## config.mk

```make
export PLATFORM = sky130hd
export DESIGN_NAME = rpl_regs
export DESIGN_NICKNAME = d
export VERILOG_FILES = /design/src/rpl_rx_power.v /design/src/rpl_regs.v
export VERILOG_INCLUDE_DIRS = /design/src /design/src/src
export SDC_FILE = /design/constraint.sdc
export NUM_CORES = 1
export LEC_CHECK = 0
export BUFFER_PORTS_ARGS = -buffer_cell sky130_fd_sc_hd__buf_2
export CAP_MARGIN = 30
export CORE_ASPECT_RATIO = 0.7
export CORE_MARGIN = 2
export CORE_UTILIZATION = 30
export CTS_CLUSTER_SIZE = 28
export DETAILED_ROUTE_END_ITERATION = 6
export PLACE_DENSITY = 0.45
export SYNTH_ARGS = -nofsm -noshare
export SYNTH_HDL_FRONTEND = slang
export SYNTH_HIERARCHICAL = 1
export SYNTH_SLANG_ARGS = --single-unit
```

## constraint.sdc

```tcl
create_clock -name clk -period 20.1 [get_ports clk]
set_clock_uncertainty 0.2 [all_clocks]
set_input_delay 2.01 -clock clk [delete_from_list [all_inputs] [get_ports clk]]
set_output_delay 2.01 -clock clk [all_outputs]
set_load 0.01 [all_outputs]
```

## src/rpl_defines.vh

```
// constants for the received power and control/status register logic
// assumes a two-wire serial host and a converter that runs on clk
// Functional notes
// - received power reads as a read-only high byte at 104 and low byte at 105, both zero after reset.
// - with external calibration the raw 12-bit converter value sits left-aligned with the low four bits zero.
// - control bit 7 is read-only and follows the transmit-disable pin, 1 meaning disabled.
// - control bit 6 is a soft transmit disable ORed with the pin, and the laser is off if either is 1.
// - control bit 5 is read-only and mirrors the second rate-select pin, 1 meaning above 4.25 Gbps.
// - control bit 4 is read-only and mirrors the first rate-select pin.
// - control bit 3 is a soft rate select that drives the first rate-select output rate_sel_a_drive high or low.
// - control bit 2 is read-only and mirrors the transmit-fault pin.
// - control bit 1 is read-only and mirrors the receiver loss-of-signal pin.
// - control bit 0 reads 1 during reset and the first converter cycle, then 0 once all inputs were converted.
`ifndef RPL_DEFINES_VH
`define RPL_DEFINES_VH
`define RPL_DEV_ADDR 7'h51
`define RPL_OFS_RX_MSB 8'h68
`define RPL_OFS_RX_LSB 8'h69
`define RPL_OFS_CTRL 8'h6E
`define RPL_RST_BYTE 8'h00
`define RPL_BIT_PIN_PIN_TX_DISABLE_STATE 7
`define RPL_BIT_SOFT_PIN_TX_DISABLE_STATE 6
`define RPL_BIT_RS_B 5
`define RPL_BIT_RS_A 4
`define RPL_BIT_SOFT_RS 3
`define RPL_BIT_TX_FAULT_STATE 2
`define RPL_BIT_LOS 1
`define RPL_BIT_POR 0
`define RPL_BYTE_BITS 4'h8
`define RPL_SLOPE_FRAC 8
`endif

```

## src/rpl_rx_power.v

```verilog
// received power result builder: external or internal calibration
// assumes converter strobes are synchronous to clk
`include "rpl_defines.vh"
module rpl_rx_power (
  input wire clk,
  input wire reset,
  input wire cal_internal,
  input wire adc_valid,
  input wire [11:0] adc_data,
  input wire adc_cycle_done,
  input wire coeff_wr,
  input wire [2:0] coeff_idx,
  input wire [15:0] coeff_slope,
  input wire [15:0] coeff_offset,
  input wire [2:0] coeff_sel,
  output reg [15:0] rx_power,
  output reg por_busy
);
  reg [15:0] rx_power_slope_coeff [0:7];
  reg [15:0] rx_power_offset_coeff [0:7];
  reg [15:0] sample;
  reg [27:0] product;
  reg [16:0] sum;
  reg [15:0] next_sample;

  always @(posedge clk) begin
    if (coeff_wr) begin
      rx_power_slope_coeff[coeff_idx] <= coeff_slope;
      rx_power_offset_coeff[coeff_idx] <= coeff_offset;
    end
  end

  // slope is 8.8 fixed point; the sum saturates rather than wrapping
  always @* begin
    product = adc_data * rx_power_slope_coeff[coeff_sel];
    sum = {1'b0, product[23:8]} + {1'b0, rx_power_offset_coeff[coeff_sel]};
    if (cal_internal) begin
      next_sample = (sum[16] || product[27:24] != 4'h0) ? 16'hFFFF : sum[15:0];
    end else begin
      next_sample = {adc_data, 4'h0};
    end
  end

  always @(posedge clk) begin
    if (reset) begin
      sample <= 16'h0000;
      rx_power <= 16'h0000;
      por_busy <= 1'b1;
    end else begin
      if (adc_valid) begin
        sample <= next_sample;
      end
      if (adc_cycle_done) begin
        por_busy <= 1'b0;
      end
      // publishing only at cycle ends keeps the two bytes from one conversion
      if (adc_cycle_done) begin
        rx_power <= adc_valid ? next_sample : sample;
      end
    end
  end
endmodule // rpl_rx_power

```

## src/rpl_regs.v

```verilog
// two-wire serial slave holding the received power and control/status bytes
// assumes scl and sda arrive asynchronously; sda is open drain, pulled high outside
`include "rpl_defines.vh"
module rpl_regs (
  input wire clk,
  input wire reset,
  input wire scl,
  input wire sda_in,
  output reg sda_out,
  output reg sda_oe,
  input wire tx_disable_pin,
  input wire rate_sel_a_pin,
  input wire rate_sel_b_pin,
  input wire tx_fault_pin,
  input wire rx_signal_lost_pin,
  output reg laser_off,
  output reg rate_sel_a_drive,
  input wire cal_internal,
  input wire adc_valid,
  input wire [11:0] adc_data,
  input wire adc_cycle_done,
  input wire coeff_wr,
  input wire [2:0] coeff_idx,
  input wire [15:0] coeff_slope,
  input wire [15:0] coeff_offset,
  input wire [2:0] coeff_sel
);
  localparam [5:0] S_IDLE = 6'h01;
  localparam [5:0] S_ADDR = 6'h02;
  localparam [5:0] S_ACK = 6'h04;
  localparam [5:0] S_WR = 6'h08;
  localparam [5:0] S_RD = 6'h10;
  localparam [5:0] S_MACK = 6'h20;

  reg [2:0] scl_q;
  reg [2:0] sda_q;
  reg [4:0] pin_m;
  reg [4:0] pin_s;
  reg [5:0] state;
  reg [7:0] shreg;
  reg [3:0] bitcnt;
  reg [7:0] ptr;
  reg ptr_phase;
  reg is_read;
  reg soft_tx_disable;
  reg soft_rate_sel_a;
  wire [15:0] rx_power;
  wire por_busy;
  wire scl_rise;
  wire scl_fall;
  wire start_cond;
  wire stop_cond;
  wire pin_tx_disable_state;
  wire rate_sel_a_state;
  wire rate_sel_b_state;
  wire tx_fault_state;
  wire signal_lost_state;
  wire [7:0] control_and_pin_status;
  wire [7:0] tx_byte;

  rpl_rx_power u_rx_power (
    .clk(clk),
    .reset(reset),
    .cal_internal(cal_internal),
    .adc_valid(adc_valid),
    .adc_data(adc_data),
    .adc_cycle_done(adc_cycle_done),
    .coeff_wr(coeff_wr),
    .coeff_idx(coeff_idx),
    .coeff_slope(coeff_slope),
    .coeff_offset(coeff_offset),
    .coeff_sel(coeff_sel),
    .rx_power(rx_power),
    .por_busy(por_busy)
  );

  // stage 0 feeds only stage 1; edges are found between stages 1 and 2
  always @(posedge clk) begin
    if (reset) begin
      scl_q <= 3'h7;
      sda_q <= 3'h7;
      pin_m <= 5'h00;
      pin_s <= 5'h00;
    end else begin
      scl_q <= {scl_q[1:0], scl};
      sda_q <= {sda_q[1:0], sda_in};
      pin_m <= {tx_disable_pin, rate_sel_b_pin, rate_sel_a_pin, tx_fault_pin, rx_signal_lost_pin};
      pin_s <= pin_m;
    end
  end

  assign scl_rise = scl_q[1] & ~scl_q[2];
  assign scl_fall = ~scl_q[1] & scl_q[2];
  assign start_cond = scl_q[1] & scl_q[2] & ~sda_q[1] & sda_q[2];
  assign stop_cond = scl_q[1] & scl_q[2] & sda_q[1] & ~sda_q[2];

  assign pin_tx_disable_state = pin_s[4];
  assign rate_sel_b_state = pin_s[3];
  assign rate_sel_a_state = pin_s[2];
  assign tx_fault_state = pin_s[1];
  assign signal_lost_state = pin_s[0];

  assign control_and_pin_status = {pin_tx_disable_state,
                                   soft_tx_disable,
                                   rate_sel_b_state,
                                   rate_sel_a_state,
                                   soft_rate_sel_a,
                                   tx_fault_state,
                                   signal_lost_state,
                                   por_busy};

  function [7:0] read_byte;
    input [7:0] addr;
    input [15:0] rxp;
    input [7:0] ctrl;
    begin
      if (addr == `RPL_OFS_RX_MSB) begin
        read_byte = rxp[15:8];
      end else if (addr == `RPL_OFS_RX_LSB) begin
        read_byte = rxp[7:0];
      end else if (addr == `RPL_OFS_CTRL) begin
        read_byte = ctrl;
      end else begin
        read_byte = 8'h00;
      end
    end
  endfunction

  assign tx_byte = read_byte(ptr, rx_power, control_and_pin_status);

  always @(posedge clk) begin
    if (reset) begin
      state <= S_IDLE;
      shreg <= 8'h00;
      bitcnt <= 4'h0;
      ptr <= 8'h00;
      ptr_phase <= 1'b1;
      is_read <= 1'b0;
      sda_out <= 1'b0;
      sda_oe <= 1'b0;
      soft_tx_disable <= 1'b0;
      soft_rate_sel_a <= 1'b0;
      laser_off <= 1'b0;
      rate_sel_a_drive <= 1'b0;
    end else begin
      laser_off <= pin_tx_disable_state | soft_tx_disable;
      rate_sel_a_drive <= soft_rate_sel_a;
      if (start_cond) begin
        state <= S_ADDR;
        bitcnt <= 4'h0;
        ptr_phase <= 1'b1;
        sda_oe <= 1'b0;
      end else if (stop_cond) begin
        state <= S_IDLE;
        sda_oe <= 1'b0;
      end else if (scl_rise) begin
        case (state)
          S_ADDR, S_WR: begin
            shreg <= {shreg[6:0], sda_q[1]};
            bitcnt <= bitcnt + 4'h1;
          end
          S_MACK: begin
            // a not-acknowledge ends the read burst
            state <= sda_q[1] ? S_IDLE : S_ACK;
          end
          default: begin
            state <= state;
          end
        endcase
      end else if (scl_fall) begin
        case (state)
          S_ADDR: begin
            if (bitcnt == `RPL_BYTE_BITS) begin
              if (shreg[7:1] == `RPL_DEV_ADDR) begin
                is_read <= shreg[0];
                sda_oe <= 1'b1;
                state <= S_ACK;
              end else begin
                state <= S_IDLE;
              end
            end
          end
          S_WR: begin
            if (bitcnt == `RPL_BYTE_BITS) begin
              if (ptr_phase) begin
                ptr <= shreg;
                ptr_phase <= 1'b0;
              end else begin
                if (ptr == `RPL_OFS_CTRL) begin
                  soft_tx_disable <= shreg[`RPL_BIT_SOFT_PIN_TX_DISABLE_STATE];
                  soft_rate_sel_a <= shreg[`RPL_BIT_SOFT_RS];
                end
                ptr <= ptr + 8'h01;
              end
              sda_oe <= 1'b1;
              state <= S_ACK;
            end
          end
          S_ACK: begin
            if (is_read) begin
              sda_oe <= ~tx_byte[7];
              shreg <= {tx_byte[6:0], 1'b0};
              bitcnt <= 4'h1;
              ptr <= ptr + 8'h01;
              state <= S_RD;
            end else begin
              sda_oe <= 1'b0;
              bitcnt <= 4'h0;
              state <= S_WR;
            end
          end
          S_RD: begin
            if (bitcnt == `RPL_BYTE_BITS) begin
              sda_oe <= 1'b0;
              state <= S_MACK;
            end else begin
              sda_oe <= ~shreg[7];
              shreg <= {shreg[6:0], 1'b0};
              bitcnt <= bitcnt + 4'h1;
            end
          end
          default: begin
            state <= state;
          end
        endcase
      end
    end
  end
endmodule // rpl_regs

```

# Word-level counts from Yosys, hierarchy flattened
# Memory sizes are Yosys's and may differ from the RTL's.
# Cells that the tools add are included.
# classes
add_sub_neg	3
multipliers	1
n_eq_ne	25
reduce_logical	21
bitwise_logic	18
mux	42
# op_table
operator	count
8-bit two-way mux	11
16-bit two-way mux	3
6-bit two-way mux	6
8-bit case mux with 2 select lines	2
12-bit by 16-bit multiplier with 28-bit output	1
8-bit by 7-bit == test with 1-bit output (second input constant)	3
6-bit case mux with 4 select lines	1
7-bit AND reduction	3
6-bit AND reduction	3
16-bit by 16-bit adder with 17-bit output	1
4-bit two-way mux	4
3-bit != test (second input constant)	5
5-bit != test (second input constant)	3
4-bit nonzero test	3
1-bit inverter	10
5-bit AND reduction	2
8-bit by 1-bit adder with 8-bit output (second input constant)	1
1-bit two-way mux	8
2-bit != test (second input constant)	4
4-bit case mux with 2 select lines	1
8-bit AND reduction	1
1-bit AND	7
7-bit == test (second input constant)	1
7-bit nonzero test	1
other kinds (20)	25
# word_totals
mem_count	2
register_bits	82
elab_cells	131
out_inout_bits	4
inputBits	63
ram_bits	256
# mem_list
name	depth	width	rd	rd_ports_with_merged_regs	wr	line_no	text
u_rx_power.rx_power_offset_coeff	8	16	1	0	1	rpl_rx_power.v:20	reg [15:0] rx_power_offset_coeff [0:7];
u_rx_power.rx_power_slope_coeff	8	16	1	0	1	rpl_rx_power.v:19	reg [15:0] rx_power_slope_coeff [0:7];

# Longest topological paths before layout
# Gate-level depths: netlist (run 1).
# logic_depth
ltp_word	8
depth_mapped	36
mapped_depth_nobuf	33

# By module
# The synthesis (run 1) kept the hierarchy.
# modules_own_cells
module	cells_each	n_inst	area_per_inst_um2	seq_area_each_um2
rpl_rx_power	1383	1	17834.6	8348.0
rpl_regs	322	1	2733.9	980.9

# Least setup slack after synthesis (run 1)
# Ideal clock, no wire load.
# synth_timing
path_kind	input -> register
from	input port coeff_sel[0]
to	register u_rx_power.rx_power[11]
arrival_time_ns	9.975
setup_ns	0.117
setup_slack_ns	9.808
cell_stages	32
path_buffers	3
path_cell_list	buf_2 > buf_1 > mux4_2 > mux2_2 > clkbuf_1 > nand2_1 > fa_1 > fa_1 > inv_1 > fa_1 > fa_1 > inv_1 > fa_1 > inv_1 > ha_1 > a21oi_1 > o21ai_0 > nor2_1 > nand2_1 > o21a_1 > a21oi_1 > xnor2_1 > ha_1 > a21o_1 > a21o_1 > a21oi_1 > o21ai_0 > a31oi_1 > mux2i_1 > or2_1 > or3_1 > a32o_1
# synth_via
elab_chain_cells	7
# synth_lines
item	line_no	text
start: declaration	rpl_regs.v:26	input wire [2:0] coeff_sel
memory read 8 x 16 bit	-	
12-bit by 16-bit multiplier with 28-bit output	rpl_rx_power.v:35	product = adc_data * rx_power_slope_coeff[coeff_sel];
16-bit by 16-bit adder with 17-bit output / 4-bit nonzero test (equally long branches)	rpl_rx_power.v:36, rpl_rx_power.v:38	
1-bit logical OR	rpl_rx_power.v:38	next_sample = (sum[16] || product[27:24] != 4'h0) ? 16'hFFFF : sum[15:0];
16-bit two-way mux (*)	rpl_rx_power.v:38	
16-bit two-way mux (*)	rpl_rx_power.v:37	if (cal_internal) begin
16-bit two-way mux (*)	-	
end signal: assignment	rpl_rx_power.v:58	rx_power <= adc_valid ? next_sample : sample;
end: declaration	rpl_rx_power.v:16	output reg [15:0] rx_power,
# Every way passes the cells marked *; elsewhere a longest branch is shown, timed or not.
# A chain may end at the register's enable or synchronous reset.

# Final worst setup path (run 1)
# layout_timing
from	input port coeff_sel[0]
to	register u_rx_power.sample[10]
# layout_via
elab_chain_cells	7
# layout_lines
item	line_no	text
memory read 8 x 16 bit	-	
12-bit by 16-bit multiplier with 28-bit output	rpl_rx_power.v:35	
16-bit by 16-bit adder with 17-bit output / 4-bit nonzero test (equally long branches)	rpl_rx_power.v:36, rpl_rx_power.v:38	
1-bit logical OR	rpl_rx_power.v:38	
16-bit two-way mux (*)	rpl_rx_power.v:38	
16-bit two-way mux (*)	rpl_rx_power.v:37	
16-bit two-way mux (*)	-	
end signal: assignment	rpl_rx_power.v:51	sample <= next_sample;
end: declaration	rpl_rx_power.v:21	reg [15:0] sample;
# Marks and branches as above.

==> results of run 1 <==
## worst paths after layout
path                                         startpoint                    end  slack, ps  cells past startpoint
hold / removal                                 sda_q[0]               sda_q[1]        210                      1
hold reg to reg                                sda_q[0]               sda_q[1]        210                      1
setup reg to reg  u_rx_power/rx_power_slope_coeff[0][5]  u_rx_power/sample[10]      11060                     30
setup / recovery                           coeff_sel[0]  u_rx_power/sample[10]       8820                     31
## synth_stat cells, types with 17 or more instances
library cell | n | area, um^2
inv_1 | 190 | 713.2
xnor2_1 | 21 | 183.9
o21ai_0 | 38 | 190.2
and2_1 | 57 | 356.6
mux4_2 | 61 | 1374
nand2b_1 | 25 | 156.4
xor2_1 | 17 | 148.9
clkbuf_1 | 60 | 225.2
edfxtp_1 | 256 | 7687
nor2_1 | 68 | 255.2
ha_1 | 87 | 1089
nor3_1 | 26 | 130.1
a21o_1 | 19 | 142.6
dfxtp_1 | 82 | 1642
nor2b_1 | 30 | 187.7
mux2_2 | 33 | 371.6
a21oi_1 | 60 | 300.3
nand2_1 | 187 | 701.9
fa_1 | 140 | 2803
nand3_1 | 23 | 115.1
## cell families after synthesis
family          after synthesis  share of synthesized area
simple gates                508                     0.1270
flops                       338                     0.4536
buf+inv                     273                    0.05177
fa+ha+maj                   227                     0.1892
compound gates              214                    0.07136
mux                         106                    0.09076
xor+xnor                     38                    0.01618
other cells                   1                  0.0001823
## metrics by stage
stage	util	hold WS, ps	setup WS, ps	cell area [um^2]
final	0.3409	205.3	8819	23170
after global routing	0.3408	214.0	7954	23160
after CTS	0.3408	207.6	8780	23160
after detailed placement	0.3219	193.3	8199	21880
after global placement	0.3211	193.6	8314	21830
after floorplan	-	189.5	9808	20570
## registers in the layout, indices dropped and copies added, names as in the netlist, 3 cells and up
name and cells:
ptr 8, u_rx_power/sample 16, pin_s 5, u_rx_power/rx_power 16, u_rx_power/rx_power_slope_coeff 128, scl_q 3, state 6, bitcnt 4
pin_m 5, sda_q 3, u_rx_power/rx_power_offset_coeff 128, shreg 8
## layout make-up
type	instances	area, um^2	area share
inverter	190	713.2	0.03078
tap	902	1129	0.04871
clock inverter	19	279.0	0.01204
timing repair buffer	81	475.5	0.02052
sequential	338	9329	0.4027
clock buffer	48	1008	0.04353
antenna	2	5.005	0.0002160
multi-input combinational	1094	10230	0.4415
## per-layer routing
metal / up-vias / global-route usage
li1: 6063 / -
met1: 6785 / 0.2388
met2: 277 / 0.2262
met3: 47 / 0.03179
met4: 4 / 0.02541
met5: - / 0
==> results.json, run 1 <==
{
  "wl_met1_um": 27310,
  "place.gp.congestion": 0.8225,
  "routed.top_layer": "met5",
  "synth.avg_cell_area_um2": 12.06,
  "cp_data_required_time_ps": 20360,
  "clk_pin_slew_ps": 60,
  "cp-start-kind": "input pin",
  "worst_pin_slew_ps": 865.2,
  "synth_area_um2": 20570,
  "cp_common_cell": "fa_1",
  "initial_core_util": 0.3026,
  "dieArea_um2": 70710,
  "max_freq_mhz": 88.64,
  "viasPerCell": 4.927,
  "setup_violations": 0,
  "ios": 67,
  "status": "completed",
  "dp_hpwl_um": 36730,
  "maxSlewHeadroom": 0.4156,
  "async_reset_ff_frac": 0,
  "cts_sinks": 338,
  "drv_slew": 0,
  "num_rows": 80,
  "wl_um": 53760,
  "fin_crit_ps": 11280,
  "finalCritPeriodShare": 0.5612,
  "grt-ovfl-total": 0,
  "cp.buffers_inverters": 5,
  "instances_no_fill": 2674,
  "slowest_delay_ps": 780,
  "die_h_um": 223.1,
  "vias": 13180,
  "post_cts_buffers": 0,
  "n_fill_cell": 6787,
  "drcViolationCount": 0,
  "drtIter0Drc": 839,
  "first_pass_iters": 5,
  "cts_max_path_buffers": 3,
  "ant_nets": 0,
  "syn_nets": 1995,
  "numCtsBuffers": 37,
  "root_buffer": "clkbuf_16",
  "hold_class": "register to register",
  "post_drt_wl_per_cell_um": 20.11,
  "met2_length_um": 22920,
  "hold_violations": 0,
  "worstSetupPathType": "input pin to register",
  "antenna_found_initial": 3,
  "finalSetupTns_ps": 0,
  "grt_max_degree": 77,
  "placed_cells": 2605,
  "crit_family": "adder cells",
  "synth.distinct_cells": 78,
  "rsz0062_at_grt": "no",
  "synth_flop_cell": "edfxtp_1",
  "die_w_um": 317.0,
  "cp_max_fo": 39,
  "port_buffers": 65,
  "route.met3.wl_um": 2952,
  "fin_nets": 2032,
  "cts_tree": "yes",
  "synth-edff-count": 256,
  "end_kind": "register",
  "cts_hold_buf": 0,
  "grt_pass1_wl_um": 83060,
  "cts_resized": 0,
  "slowest_stage": "buf_4",
  "area_delta_synth_final_pct": 12.64,
  "htreeDepth": 2,
  "grt_usage": 0.1552,
  "core_um2": 67970,
  "drive_above_1_share": 0.1475,
  "final_common_cell": "edfxtp_1",
  "netlist_instances": 1705,
  "ys_ff_latch": 338,
  "yosysSeqAreaShare": 0.4536,
  "grt_pass1_vias": 13670,
  "clock_latency_ps": 570,
  "most-common-layout-cells": "256 x edfxtp_1, 190 x inv_1, 187 x nand2_1",
  "yosys_warnings": 6,
  "worstPathArrival_ps": 11540,
  "cap_violations": 0
}
Power of run 1 is left out: the tool's default activity adds up to more than one toggle a clock period on the data nets, which glitch-free logic cannot reach.
==> run 2, diff against run 1 <==
--- a/config.mk
+++ b/config.mk
@@ -13,7 +13,7 @@
 export CORE_UTILIZATION = 30
 export CTS_CLUSTER_SIZE = 28
 export DETAILED_ROUTE_END_ITERATION = 6
-export PLACE_DENSITY = 0.45
+export PLACE_DENSITY = 0.47
 export SYNTH_ARGS = -nofsm -noshare
 export SYNTH_HDL_FRONTEND = slang
 export SYNTH_HIERARCHICAL = 1
==> constraint.sdc (replaced) <==
create_clock -name clk -period 9.3 [get_ports clk]
set_clock_uncertainty 0.2 [all_clocks]
set_input_delay 0.93 -clock clk [delete_from_list [all_inputs] [get_ports clk]]
set_output_delay 0.93 -clock clk [all_outputs]
set_load 0.01 [all_outputs]
==> run 2 against run 1 <==
Critical path depth is the same. Sequential share of layout area shrank 0.36 points. Non-clock buffer count grew 39. Global-route usage shrank 0.45 points. Sequential cell count is the same. Design area grew 0.91%. Utilization grew 0.31 points. Via count is essentially flat. Register-to-register slack lost 10000 ps. Wire length shrank 3.3%. Clock-buffer cell count grew 3. Worst hold slack gained 11 ps. Highest routed layer unchanged.
==> results.json, run 2 (synthesis gave the netlist of run 1 again) <==
{
  "final_util": 0.3440,
  "clk_pin_slew_ps": 60,
  "max_freq_mhz": 115.7,
  "grt_usage": 0.1507,
  "worst_pin_slew_ps": 927.8,
  "dieArea_um2": 70710,
  "grt_pass1_vias": 14040,
  "setup_violations": 0,
  "initial_core_util": 0.3026,
  "core_um2": 67970,
  "final_common_cell": "edfxtp_1",
  "place.gp.congestion": 0.8546,
  "hold_class": "register to register",
  "end_kind": "register",
  "cts_max_path_buffers": 3,
  "dp_hpwl_um": 36640,
  "maxSlewHeadroom": 0.3730,
  "min_from": "sda_q[0]",
  "fin_nets": 2072,
  "numCtsBuffers": 38,
  "rsz0062_at_grt": "no",
  "holdWs_ps": 216.0,
  "cp.buffers_inverters": 5,
  "slowest_stage": "mux4_2",
  "wl_um": 52010,
  "port_buffers": 65,
  "crit_start": "coeff_sel[0]",
  "dpl_cell_area_um2": 22180,
  "ios": 67,
  "cp_max_fo": 19,
  "worstSetupPathType": "input pin to register",
  "crit_family": "adder cells",
  "post_drt_wl_per_cell_um": 19.18,
  "drv_slew": 0,
  "cp_common_cell": "fa_1",
  "final_cell_area_um2": 23380,
  "ant_nets": 0,
  "cap_violations": 0,
  "cp_data_required_time_ps": 9500,
  "cts_sinks": 338,
  "die_h_um": 223.1,
  "worstPathArrival_ps": 8840,
  "vias": 13180,
  "root_buffer": "clkbuf_16",
  "num_rows": 80,
  "cts_tree": "yes",
  "antenna_found_initial": 4,
  "drcViolationCount": 0,
  "first_pass_iters": 5,
  "area_delta_synth_final_pct": 13.67,
  "reg_top3": "u_rx_power/rx_power_offset_coeff x128, u_rx_power/rx_power_slope_coeff x128",
  "hold_violations": 0,
  "most-common-layout-cells": "256 x edfxtp_1, 190 x inv_1, 187 x nand2_1",
  "clock_latency_ps": 560,
  "drtIter0Drc": 822,
  "num_antenna_cells": 0,
  "grt_pass1_wl_um": 81980,
  "grt-ovfl-total": 0,
  "viasPerCell": 4.861,
  "fin_crit_ps": 8641,
  "status": "completed",
  "grt_max_degree": 76,
  "drive_above_1_share": 0.1663,
  "slowest_delay_ps": 570,
  "finalCritPeriodShare": 0.9291,
  "htreeDepth": 2,
  "die_w_um": 317.0,
  "post_cts_buffers": 0,
  "cp-start-kind": "input pin",
  "r2r-start": "u_rx_power/rx_power_slope_coeff[7][3]"
}
[run 2: stage by stage]
stage	worst slack, ps	TNS (ps)	cells
after floorplan	87.94	0	1705
after global placement	27.08	0	2644
after detailed placement	-118.4	-118.4	2644
after CTS	461.6	0	2712
after global routing	130.6	0	2712
final	658.9	0	2712
[run 2: worst paths after layout]
path,to,slack (ps),cells past startpoint
min reg2reg,sda_q[1],220,1
max reg2reg,u_rx_power/rx_power[15],1090,29
min,sda_q[1],220,1
max,u_rx_power/rx_power[15],660,31
[run 2: cell type report]
class	instances	area [um^2]
fillers	6670	44590
multi-input cells	1094	10230
flip-flops and latches	338	9329
well taps	902	1129
clock buffers	51	1020
repair buffers	120	778.2
inverters	190	713.2
clock inverters	17	178.9
[run 2: routing by layer]
layer,share of wire,global-route usage,vias up
met3,0.053,0.02928,62
met5,0.00071,0,-
met2,0.44,0.2253,286
li1,-,-,6141
met1,0.49,0.2251,6688
met4,0.016,0.03256,6
[run 2: repair_timing]
action / CTS / global route
gates resized for setup: 0 / 2
hold buffers: 0 / 0
endpoints found under the setup margin: 0 / 3
Power of run 2 is left out for the same reason.
